`src/hdl/hpi_seq_pkg.sv`:
```
// package: phase limits, widths and states of the host-port sequencer
package hpi_seq_pkg;
  // ----------------------------------------------------------------
  // bus widths
  // ----------------------------------------------------------------
  localparam int ADDR_W = 16; // address lines
  localparam int DATA_W = 16; // sixteen-bit host port data
  localparam int PARAM_W = 4; // address, setup, strobe, recovery fields
  localparam int HOLD_W = 6; // hold phase field
  localparam int CNT_W = 6; // phase down-counter

  // ----------------------------------------------------------------
  // least and greatest legal phase parameter values (phase lasts value + 1 clocks)
  // ----------------------------------------------------------------
  localparam logic [PARAM_W-1:0] ADDR_MIN = 4'h2; // three clocks
  localparam logic [PARAM_W-1:0] SETUP_MIN = 4'h2; // three clocks
  localparam logic [PARAM_W-1:0] STROBE_MIN = 4'h1; // two clocks
  localparam logic [PARAM_W-1:0] RECOV_MIN = 4'h1; // gap of two clocks
  localparam logic [HOLD_W-1:0] HOLD_MIN = 6'h03; // data held four clocks
  localparam logic [HOLD_W-1:0] HOLD_MAX = 6'h23; // data held 36 clocks

  // ----------------------------------------------------------------
  // access sequence
  // ----------------------------------------------------------------
  typedef enum logic [2:0] {
    ST_IDLE,
    ST_ADDR,
    ST_SETUP,
    ST_STROBE,
    ST_HOLD,
    ST_RECOV
  } phase_t;
endpackage

```
`src/hdl/hpi_seq.sv`:
```
// sixteen-bit host port access sequencer, multiplexed and simplex modes
// How it works
// RL1: address phase parameter clamped to at least two
// RL2: setup phase parameter clamped to at least two
// RL3: strobe phase parameter clamped to at least one
// RL4: address phase lasts one clock past wait
// RL5: setup phase lasts one clock past wait
// RL6: wait stalls address, setup and strobe phases anytime
// RL7: address driven in same clock as select
// RL8: strobe starts six or more cycles after select
// RL9: strobe stays asserted for its phase length
// RL10: write data valid before strobe rises
// RL11: write data held through hold phase
// RL12: read data sampled at strobe phase end
// RL13: partner provides read data before sampling
// RL14: recovery gap of two to sixteen cycles
// RL15: address held whole access, select to release
// RL16: every phase counted in bus clocks
// RL17: multiplexed shares lines, simplex separates them
// RL18: wait pin synchronised before stalling counters
`timescale 1ns/1ps
module hpi_seq (
  input wire logic clk,
  input wire logic sys_rst,
  input wire logic start,
  input wire logic write_en,
  input wire logic mux_mode,
  input wire logic [15:0] address_in,
  input wire logic [15:0] wdata_in,
  input wire logic [3:0] address_phase_param,
  input wire logic [3:0] setup_phase_param,
  input wire logic [3:0] strobe_phase_param,
  input wire logic [5:0] hold_phase_param,
  input wire logic [3:0] recovery_phase_param,
  input wire logic host_wait_ready,
  output logic busy,
  output logic done,
  output logic [15:0] rdata_out,
  output logic chip_select_low,
  output logic host_data_strobe_one_low,
  output logic [15:0] addr_out,
  output logic [15:0] data_out,
  output logic data_oe,
  input wire logic [15:0] data_in
);
  // ----------------------------------------------------------------
  // state and latched request
  // ----------------------------------------------------------------
  hpi_seq_pkg::phase_t state_q, state_d; // current phase
  logic [5:0] cnt_q, cnt_d; // clocks left in phase, minus one
  logic [15:0] addr_q; // address of the access
  logic [15:0] wdata_q; // write data of the access
  logic wr_q; // access is a write
  logic mux_q; // access uses shared lines
  logic [15:0] rdata_q; // sampled read data
  logic done_q; // end-of-access pulse
  logic tail_q; // wait was seen last clock
  logic wait_s; // synchronised wait level

  // ----------------------------------------------------------------
  // wait pin crossing
  // ----------------------------------------------------------------
  // pin is asynchronous to clk, so it never stalls a counter raw
  wait_sync u_wait_sync ( // see RL18
    .clk(clk),
    .sys_rst(sys_rst),
    .async_in(host_wait_ready),
    .sync_out(wait_s)
  );

  // ----------------------------------------------------------------
  // clamped phase lengths
  // ----------------------------------------------------------------
  // software may write too small a value; clamping beats a bus fault
  logic [3:0] addr_eff, setup_eff, strobe_eff, recov_eff;
  logic [5:0] hold_eff;
  assign addr_eff = (address_phase_param < hpi_seq_pkg::ADDR_MIN) ?
                    hpi_seq_pkg::ADDR_MIN : address_phase_param; // see RL1
  assign setup_eff = (setup_phase_param < hpi_seq_pkg::SETUP_MIN) ?
                     hpi_seq_pkg::SETUP_MIN : setup_phase_param; // see RL2
  assign strobe_eff = (strobe_phase_param < hpi_seq_pkg::STROBE_MIN) ?
                      hpi_seq_pkg::STROBE_MIN : strobe_phase_param; // see RL3
  assign recov_eff = (recovery_phase_param < hpi_seq_pkg::RECOV_MIN) ?
                     hpi_seq_pkg::RECOV_MIN : recovery_phase_param; // see RL14
  // hold clamp keeps write data 4 to 36 clocks past the strobe
  assign hold_eff = (hold_phase_param < hpi_seq_pkg::HOLD_MIN) ? hpi_seq_pkg::HOLD_MIN :
                    (hold_phase_param > hpi_seq_pkg::HOLD_MAX) ? hpi_seq_pkg::HOLD_MAX :
                    hold_phase_param; // see RL11

  // ----------------------------------------------------------------
  // phase end decode
  // ----------------------------------------------------------------
  logic stall_ph; // phase that wait may stretch
  logic stall; // hold the counter this clock
  logic ph_end; // last clock of the phase
  assign stall_ph = (state_q == hpi_seq_pkg::ST_ADDR) ||
                    (state_q == hpi_seq_pkg::ST_SETUP) ||
                    (state_q == hpi_seq_pkg::ST_STROBE);
  // tail adds one clock after wait drops, so the phase outlives it
  assign stall = stall_ph && (wait_s || tail_q); // see RL4 see RL5 see RL6
  assign ph_end = (cnt_q == 6'h00) && !stall; // see RL16

  // ----------------------------------------------------------------
  // next phase and counter load
  // ----------------------------------------------------------------
  always_comb begin
    state_d = state_q;
    cnt_d = cnt_q;
    if (stall) begin
      cnt_d = cnt_q; // frozen while the partner waits
    end else if (cnt_q != 6'h00) begin
      cnt_d = cnt_q - 6'h01;
    end
    unique case (state_q)
      hpi_seq_pkg::ST_IDLE: begin
        if (start) begin
          state_d = hpi_seq_pkg::ST_ADDR;
          cnt_d = {2'h0, addr_eff};
        end
      end
      hpi_seq_pkg::ST_ADDR: begin
        if (ph_end) begin
          state_d = hpi_seq_pkg::ST_SETUP;
          cnt_d = {2'h0, setup_eff};
        end
      end
      hpi_seq_pkg::ST_SETUP: begin
        if (ph_end) begin
          state_d = hpi_seq_pkg::ST_STROBE; // see RL8
          cnt_d = {2'h0, strobe_eff};
        end
      end
      hpi_seq_pkg::ST_STROBE: begin
        if (ph_end) begin
          state_d = hpi_seq_pkg::ST_HOLD; // see RL9
          cnt_d = hold_eff;
        end
      end
      hpi_seq_pkg::ST_HOLD: begin
        if (ph_end) begin
          state_d = hpi_seq_pkg::ST_RECOV;
          cnt_d = {2'h0, recov_eff};
        end
      end
      hpi_seq_pkg::ST_RECOV: begin
        if (ph_end) begin
          state_d = hpi_seq_pkg::ST_IDLE; // see RL14
        end
      end
    endcase
  end

  // ----------------------------------------------------------------
  // sequence registers
  // ----------------------------------------------------------------
  logic accept; // request taken this clock
  logic rd_sample; // read capture clock
  assign accept = (state_q == hpi_seq_pkg::ST_IDLE) && start;
  // partner has had the whole strobe phase to drive the data
  assign rd_sample = (state_q == hpi_seq_pkg::ST_STROBE) && ph_end && !wr_q; // see RL12 see RL13

  always_ff @(posedge clk) begin
    if (sys_rst) begin
      state_q <= hpi_seq_pkg::ST_IDLE;
      cnt_q <= 6'h00;
      tail_q <= 1'b0;
    end else begin
      state_q <= state_d;
      cnt_q <= cnt_d;
      tail_q <= wait_s;
    end
  end

  // request latch: address and data stay put for the whole access
  always_ff @(posedge clk) begin
    if (sys_rst) begin
      addr_q <= 16'h0000;
      wdata_q <= 16'h0000;
      wr_q <= 1'b0;
      mux_q <= 1'b0;
    end else if (accept) begin
      addr_q <= address_in; // see RL15
      wdata_q <= wdata_in;
      wr_q <= write_en;
      mux_q <= mux_mode;
    end
  end

  // read capture and completion pulse
  always_ff @(posedge clk) begin
    if (sys_rst) begin
      rdata_q <= 16'h0000;
      done_q <= 1'b0;
    end else begin
      done_q <= (state_q == hpi_seq_pkg::ST_HOLD) && ph_end;
      if (rd_sample) begin
        rdata_q <= data_in;
      end
    end
  end

  // ----------------------------------------------------------------
  // pin decode
  // ----------------------------------------------------------------
  logic in_access; // select window: address through hold
  logic drv_addr; // shared lines carry the address
  logic drv_wdata; // data lines carry write data
  assign in_access = (state_q != hpi_seq_pkg::ST_IDLE) &&
                     (state_q != hpi_seq_pkg::ST_RECOV);
  assign drv_addr = mux_q && (state_q == hpi_seq_pkg::ST_ADDR);
  // write data up from setup (simplex: from address) through hold, both sides of the strobe
  assign drv_wdata = wr_q && in_access && (state_q != hpi_seq_pkg::ST_ADDR ||
                     !mux_q); // see RL10 see RL11
  assign chip_select_low = !in_access;
  assign host_data_strobe_one_low = (state_q != hpi_seq_pkg::ST_STROBE); // see RL9
  // simplex keeps address on its own lines; multiplexed shares them
  assign addr_out = addr_q; // see RL7 see RL17
  assign data_out = drv_addr ? addr_q : wdata_q; // see RL17
  assign data_oe = drv_addr || drv_wdata;
  assign busy = (state_q != hpi_seq_pkg::ST_IDLE);
  assign done = done_q;
  assign rdata_out = rdata_q;

  // ----------------------------------------------------------------
  // checks
  // ----------------------------------------------------------------
  logic [5:0] dwell_q; // clocks spent in the present phase
  always_ff @(posedge clk) begin
    if (sys_rst) begin
      dwell_q <= 6'h00;
    end else if (state_d != state_q) begin
      dwell_q <= 6'h00;
    end else if (dwell_q != 6'h3F) begin
      dwell_q <= dwell_q + 6'h01;
    end
  end
endmodule // hpi_seq

```
`src/hdl/wait_sync.sv`:
```
// two-flop synchroniser for the asynchronous wait pin
`timescale 1ns/1ps
module wait_sync (
  input wire logic clk,
  input wire logic sys_rst,
  input wire logic async_in,
  output logic sync_out
);
  // ----------------------------------------------------------------
  // first stage feeds only the second stage
  // ----------------------------------------------------------------
  logic meta_q; // may go metastable, nothing else reads it
  logic sync_q; // safe copy

  // two stages on every rising edge
  always_ff @(posedge clk) begin
    if (sys_rst) begin
      meta_q <= 1'b0;
      sync_q <= 1'b0;
    end else begin
      meta_q <= async_in;
      sync_q <= meta_q;
    end
  end

  assign sync_out = sync_q;
endmodule // wait_sync

```
`config.mk`:
```
export PLATFORM = sky130hd
export DESIGN_NAME = hpi_seq
export DESIGN_NICKNAME = d
export VERILOG_FILES = /design/src/hdl/hpi_seq_pkg.sv /design/src/hdl/hpi_seq.sv /design/src/hdl/wait_sync.sv
export SDC_FILE = /design/constraint.sdc
export NUM_CORES = 1
export LEC_CHECK = 0
export BUFFER_PORTS_ARGS = -buffer_cell sky130_fd_sc_hd__buf_2
export CORE_ASPECT_RATIO = 1.25
export CORE_MARGIN = 5
export CORE_UTILIZATION = 45
export CTS_BUF_LIST = sky130_fd_sc_hd__clkbuf_16
export CTS_CLUSTER_SIZE = 10
export DETAILED_ROUTE_END_ITERATION = 10
export PLACE_DENSITY_LB_ADDON = 0.12
export RECOVER_POWER = 25
export SLEW_MARGIN = 25
export SYNTH_ARGS = -nofsm -noshare
export SYNTH_HDL_FRONTEND = slang
export SYNTH_SLANG_ARGS = --single-unit
```
`constraint.sdc`:
```
create_clock -name clk -period 6.1 [get_ports clk]
set_clock_uncertainty 0.1 [all_clocks]
set_input_delay 1.22 -clock clk [delete_from_list [all_inputs] [get_ports clk]]
set_output_delay 1.22 -clock clk [all_outputs]
set_load 0.01 [all_outputs]
```
==> impl_summary.md <==
Setup path
The signal arrival time at the worst endpoint is roughly 2.6 ns. The largest single stage delay on the critical path is ~0.82 ns. The sort of element at the end of the critical path is an output port. The required time of the critical path is between 4 and 5 ns. Traced cell by cell, the critical path runs through nand2_1, nor3b_4, mux2_2, buf_2.

For the worst flop-to-flop path, the logic depth is 5. The beginning of the worst register-to-register path is state_q[1]$_SDFFE_PP0P_. In this design, the largest share of critical-path delay is due to simple AND/OR/NAND/NOR gates. The worst setup slack for register-to-register paths is around 3.5 ns.

The launching element of the worst setup path is state_q[0]$_SDFFE_PP0P_. The destination of the critical timing path is data_out[12]. The type of the worst setup path is flip-flop to output port. Along the worst path, the maximum fanout reaches 17. The critical path's slowest cell is sky130_fd_sc_hd__nor3b_4. STA classifies the critical path startpoint as a flip-flop. Together, buffers and inverters on the worst path number 1. The endpoint of the most critical register-to-register path is rdata_out[6]$_SDFFE_PP0P_.

The instance count on the critical path is 4.

Global routing
For this run the aggregate overflow at the end of global routing stands at 0. The first global-routing pass estimated 13.0 mm of wire. The number of antenna violations at the first check in global routing was 1. The via count of the first global-routing pass is ~2900. The largest net degree at the start of global routing is 64. Global routing used 18.8% of the available tracks.

Power and ir drop
The power per cell area is roughly 380 mW/mm2. In this run, flip-flops and latches consume 36.8% of the power. For this design the static power due to leakage is ~1.6 nW. The internal portion of the total power is approximately 940 uW.

The total power is about 1.5 mW. Of the total power, the share spent switching nets is between 30% and 40%. The maximum vdd ir drop is between 0.15 and 0.2 mV. Per report_power, the clock group accounts for approximately 30% of the total.

The proportion of power drawn by combinational gates is between 30% and 40%. In this run the power spent charging and discharging nets is roughly 520 uW.

Die
The floorplan step defined a die boundary enclosing between 0.008 and 0.009 mm2. The core region area is between 0.006 and 0.007 mm2. The x dimension of the die is roughly 83 um. Once the floorplan was initialized, standard cells occupied between 40% and 50% of the core. Measured along the y axis, the die boundary spans roughly 100 um.

between 100 and 150 I/O pins were placed. The number of rows in the core area is 33.

Detailed routing
The total via count in the routed design is roughly 2900. The number of vias per cell after detailed routing is around 5.0. The number of remaining DRC errors is 0. The first TritonRoute pass finished after 4 iterations. The total length of routed wires is 8.06 mm. In this run, the number of DRC markers left after iteration 0 of detailed routing was around 190. The final antenna-violating net count is 0. The detail-routed net length per standard cell is around 14 um.

CTS
The quantity of gates resized following cts is 0. The cell sitting at the root of the clock tree is a sky130_fd_sc_hd__clkbuf_16. The clock transition at the registers of the reported paths is around 0.05 ns. The number of setup buffers added after CTS is 0. TritonCTS built the clock tree. The count of clock tree sinks is 63. The insertion delay to the later sink of the worst-skew pair is roughly 0.32 ns.

Clock tree synthesis inserted a total of 9 buffers. The longest clock path from root to sink contains 2 buffers. The number of buffers added to fix hold violations after cts is 0. The H-tree was split into 3 levels.

Place
The placed wire-length estimate is just under 6 mm. The count of buffers from port buffering is between 100 and 150. Once placement completed, the tool counted placed cells totaling 570. Before CTS, the worst setup slack after placement is approximately 2.5 ns. The final weighted congestion in routability-driven placement is 0.907.

Timing
The max-slew violation total from the final report is 64. The final critical-path share of the clock period is 64.1%. The smallest setup slack after layout is 2.19 ns. The worst slew slack as a fraction of its limit is -80.3%. The post-layout minimum cycle time is a little under 4 ns.

The accumulated negative setup slack is 0 ns. The achievable frequency is 0.256 GHz. Setup violations remaining at the end of the flow were counted as 0. The number of failing hold endpoints at the final stage was 0. Setup repair after global routing left no endpoint under its margin.

The transition time at the pin with the least slew margin is between 2 and 3 ns.

Synthesis
The most frequent cell after synthesis is sky130_fd_sc_hd__nand2_1. The number of enable flip-flop cells after synthesis is 0. The proportion of synthesized chip area in sequential cells is between 40% and 50%. Ranked by instance count, the synthesized netlist is headed by sky130_fd_sc_hd__nand2_1 (108), sky130_fd_sc_hd__dfxtp_1 (63), sky130_fd_sc_hd__a21oi_1 (60).

Yosys printed 0 warnings. The leading area contributor after synthesis is sky130_fd_sc_hd__dfxtp_1. After synthesis the cells add up to between 0.003 and 0.004 mm2. The post-synthesis cell count is ~380. The count of cell types in the netlist is 48. The synthesized netlist net count is ~460. After synthesis, the cell types taking the most area are sky130_fd_sc_hd__dfxtp_1 (42%), sky130_fd_sc_hd__nand2_1 (13%), sky130_fd_sc_hd__a21oi_1 (9.9%), sky130_fd_sc_hd__mux2_2 (4.8%), sky130_fd_sc_hd__nor2_1 (2.0%). The proportion of register bits with asynchronous set or reset after synthesis is 0%.

The average instance in the mapped netlist occupies ~8 um2. The portion of synthesized cell area occupied by the leading cell type is 41.6%. The most instantiated flip-flop cell in the synthesis netlist is sky130_fd_sc_hd__dfxtp_1. After synthesis the netlist holds a flip-flop and latch count of between 60 and 70.

Worst hold path
The startpoint of the worst hold path is rdata_out[1]$_SDFFE_PP0P_. The class of the worst hold path is flip-flop to flip-flop.

Job
The total of max-cap violations is 1.

Final layout
Of the cells placed in the final design, the portion with a size suffix greater than 1 is 28.1%. From synthesis to final layout, the design area changed by 27.6%. The final core utilization is between 50 and 60%.

The count of inserted antenna diode cells is 0. The final layout net count is 572. The post-layout instance count excluding filler cells is 585.

Outcome
The final reports fail on max-capacitance violations, max-slew violations. The run finished, with violations left.
==> registers in the layout, summed over array words and instances, names as in the netlist <==
name	flops
u_wait_sync.meta_q	1
done	1
state_q	3
wdata_q	16
rdata_out	16
wr_q	1
addr_out	16
mux_q	1
cnt_q	6
tail_q	1
u_wait_sync.sync_out	1
==> power groups by stage <==
stage	registers, mW	logic [mW]	clock network, mW
detailed placement	0.544	0.494	0
CTS	0.536	0.497	0.445
finish	0.537	0.488	0.435
floorplan	0.526	0.385	0
global placement	0.543	0.491	0
global route	0.545	0.544	0.467
==> area by class of cell <==
cell class | instances | area (um2)
clock inverters | 6 | 30.0
inverters | 6 | 22.5
fillers | 660 | 2700
multi-input cells | 285 | 1600
clock buffers | 9 | 225
repair buffers | 129 | 618
flip-flops and latches | 63 | 1260
well taps | 87 | 109
==> worst min-delay path by stage <==
stage | cells past startpoint | endpoint
2_1_floorplan | 1 | u_wait_sync.sync_out$_SDFF_PP0_
3_3_place_gp | 1 | u_wait_sync.sync_out$_SDFF_PP0_
3_5_place_dp | 2 | rdata_out[1]$_SDFFE_PP0P_
4_1_cts | 2 | rdata_out[1]$_SDFFE_PP0P_
5_1_grt | 2 | rdata_out[1]$_SDFFE_PP0P_
6_report | 2 | rdata_out[1]$_SDFFE_PP0P_
==> worst reg2reg max path: cells and delay by family (launching register included) <==
kind,cells,cell delay [ns]
AO/OA/AOI/OAI,1,0.07
flip-flops,1,0.78
AND/OR/NAND/NOR,4,1.43
==> cell families after synthesis <==
group           synth area share, %
buf+inv                        5.62
simple gates                   25.0
mux                            6.94
compound gates                 18.8
flops                          41.6
xor+xnor                       1.16
fa+ha+maj                     0.826
==> placed cells by master (no fill, tap or decap), types with 2 or more instances in the layout <==
master                      instances
sky130_fd_sc_hd__nand2_1          108
sky130_fd_sc_hd__xnor2_1            2
sky130_fd_sc_hd__nor3_1             7
sky130_fd_sc_hd__inv_1              6
sky130_fd_sc_hd__a21oi_1           60
sky130_fd_sc_hd__mux2_2            13
sky130_fd_sc_hd__nand3_1            2
sky130_fd_sc_hd__clkbuf_1          24
sky130_fd_sc_hd__nand4_1            3
sky130_fd_sc_hd__mux2i_1            3
sky130_fd_sc_hd__clkbuf_16          9
sky130_fd_sc_hd__o22ai_1            2
sky130_fd_sc_hd__o211ai_1           2
sky130_fd_sc_hd__nor2_1            16
sky130_fd_sc_hd__or3_1              4
sky130_fd_sc_hd__xor2_1             2
sky130_fd_sc_hd__a311o_1            2
sky130_fd_sc_hd__a211oi_1           2
sky130_fd_sc_hd__o21ai_0            7
sky130_fd_sc_hd__nor2b_1            8
sky130_fd_sc_hd__buf_2            104
sky130_fd_sc_hd__a22oi_1            4
sky130_fd_sc_hd__a311oi_1           2
sky130_fd_sc_hd__nor3_4             2
sky130_fd_sc_hd__mux2_1             3
sky130_fd_sc_hd__o31ai_1            2
sky130_fd_sc_hd__a31oi_1            5
sky130_fd_sc_hd__nor4_1             2
sky130_fd_sc_hd__dfxtp_1           63
sky130_fd_sc_hd__nand2b_1           5
sky130_fd_sc_hd__ha_1               2
sky130_fd_sc_hd__clkinv_2           3
==> metrics by stage <==
stage | instance area (um2) | hold WS, ns
after detailed placement | 3640 | 0.340
after floorplan | 3030 | 0.314
final | 3860 | 0.346
after global routing | 3860 | 0.368
after CTS | 3900 | 0.347
after global placement | 3640 | 0.333
==> routing by layer <==
layer	wire, um	up-vias	share of wire [%]	track usage, %
li1	-	1520	-	-
met1	3240	1302	40	21.3
met2	4010	99	50	32.8
met3	623	18	7.7	6.10
met4	171	2	2.1	7.55
met5	7	-	0.087	0
Note: power is estimated with default switching activity, not from simulation.
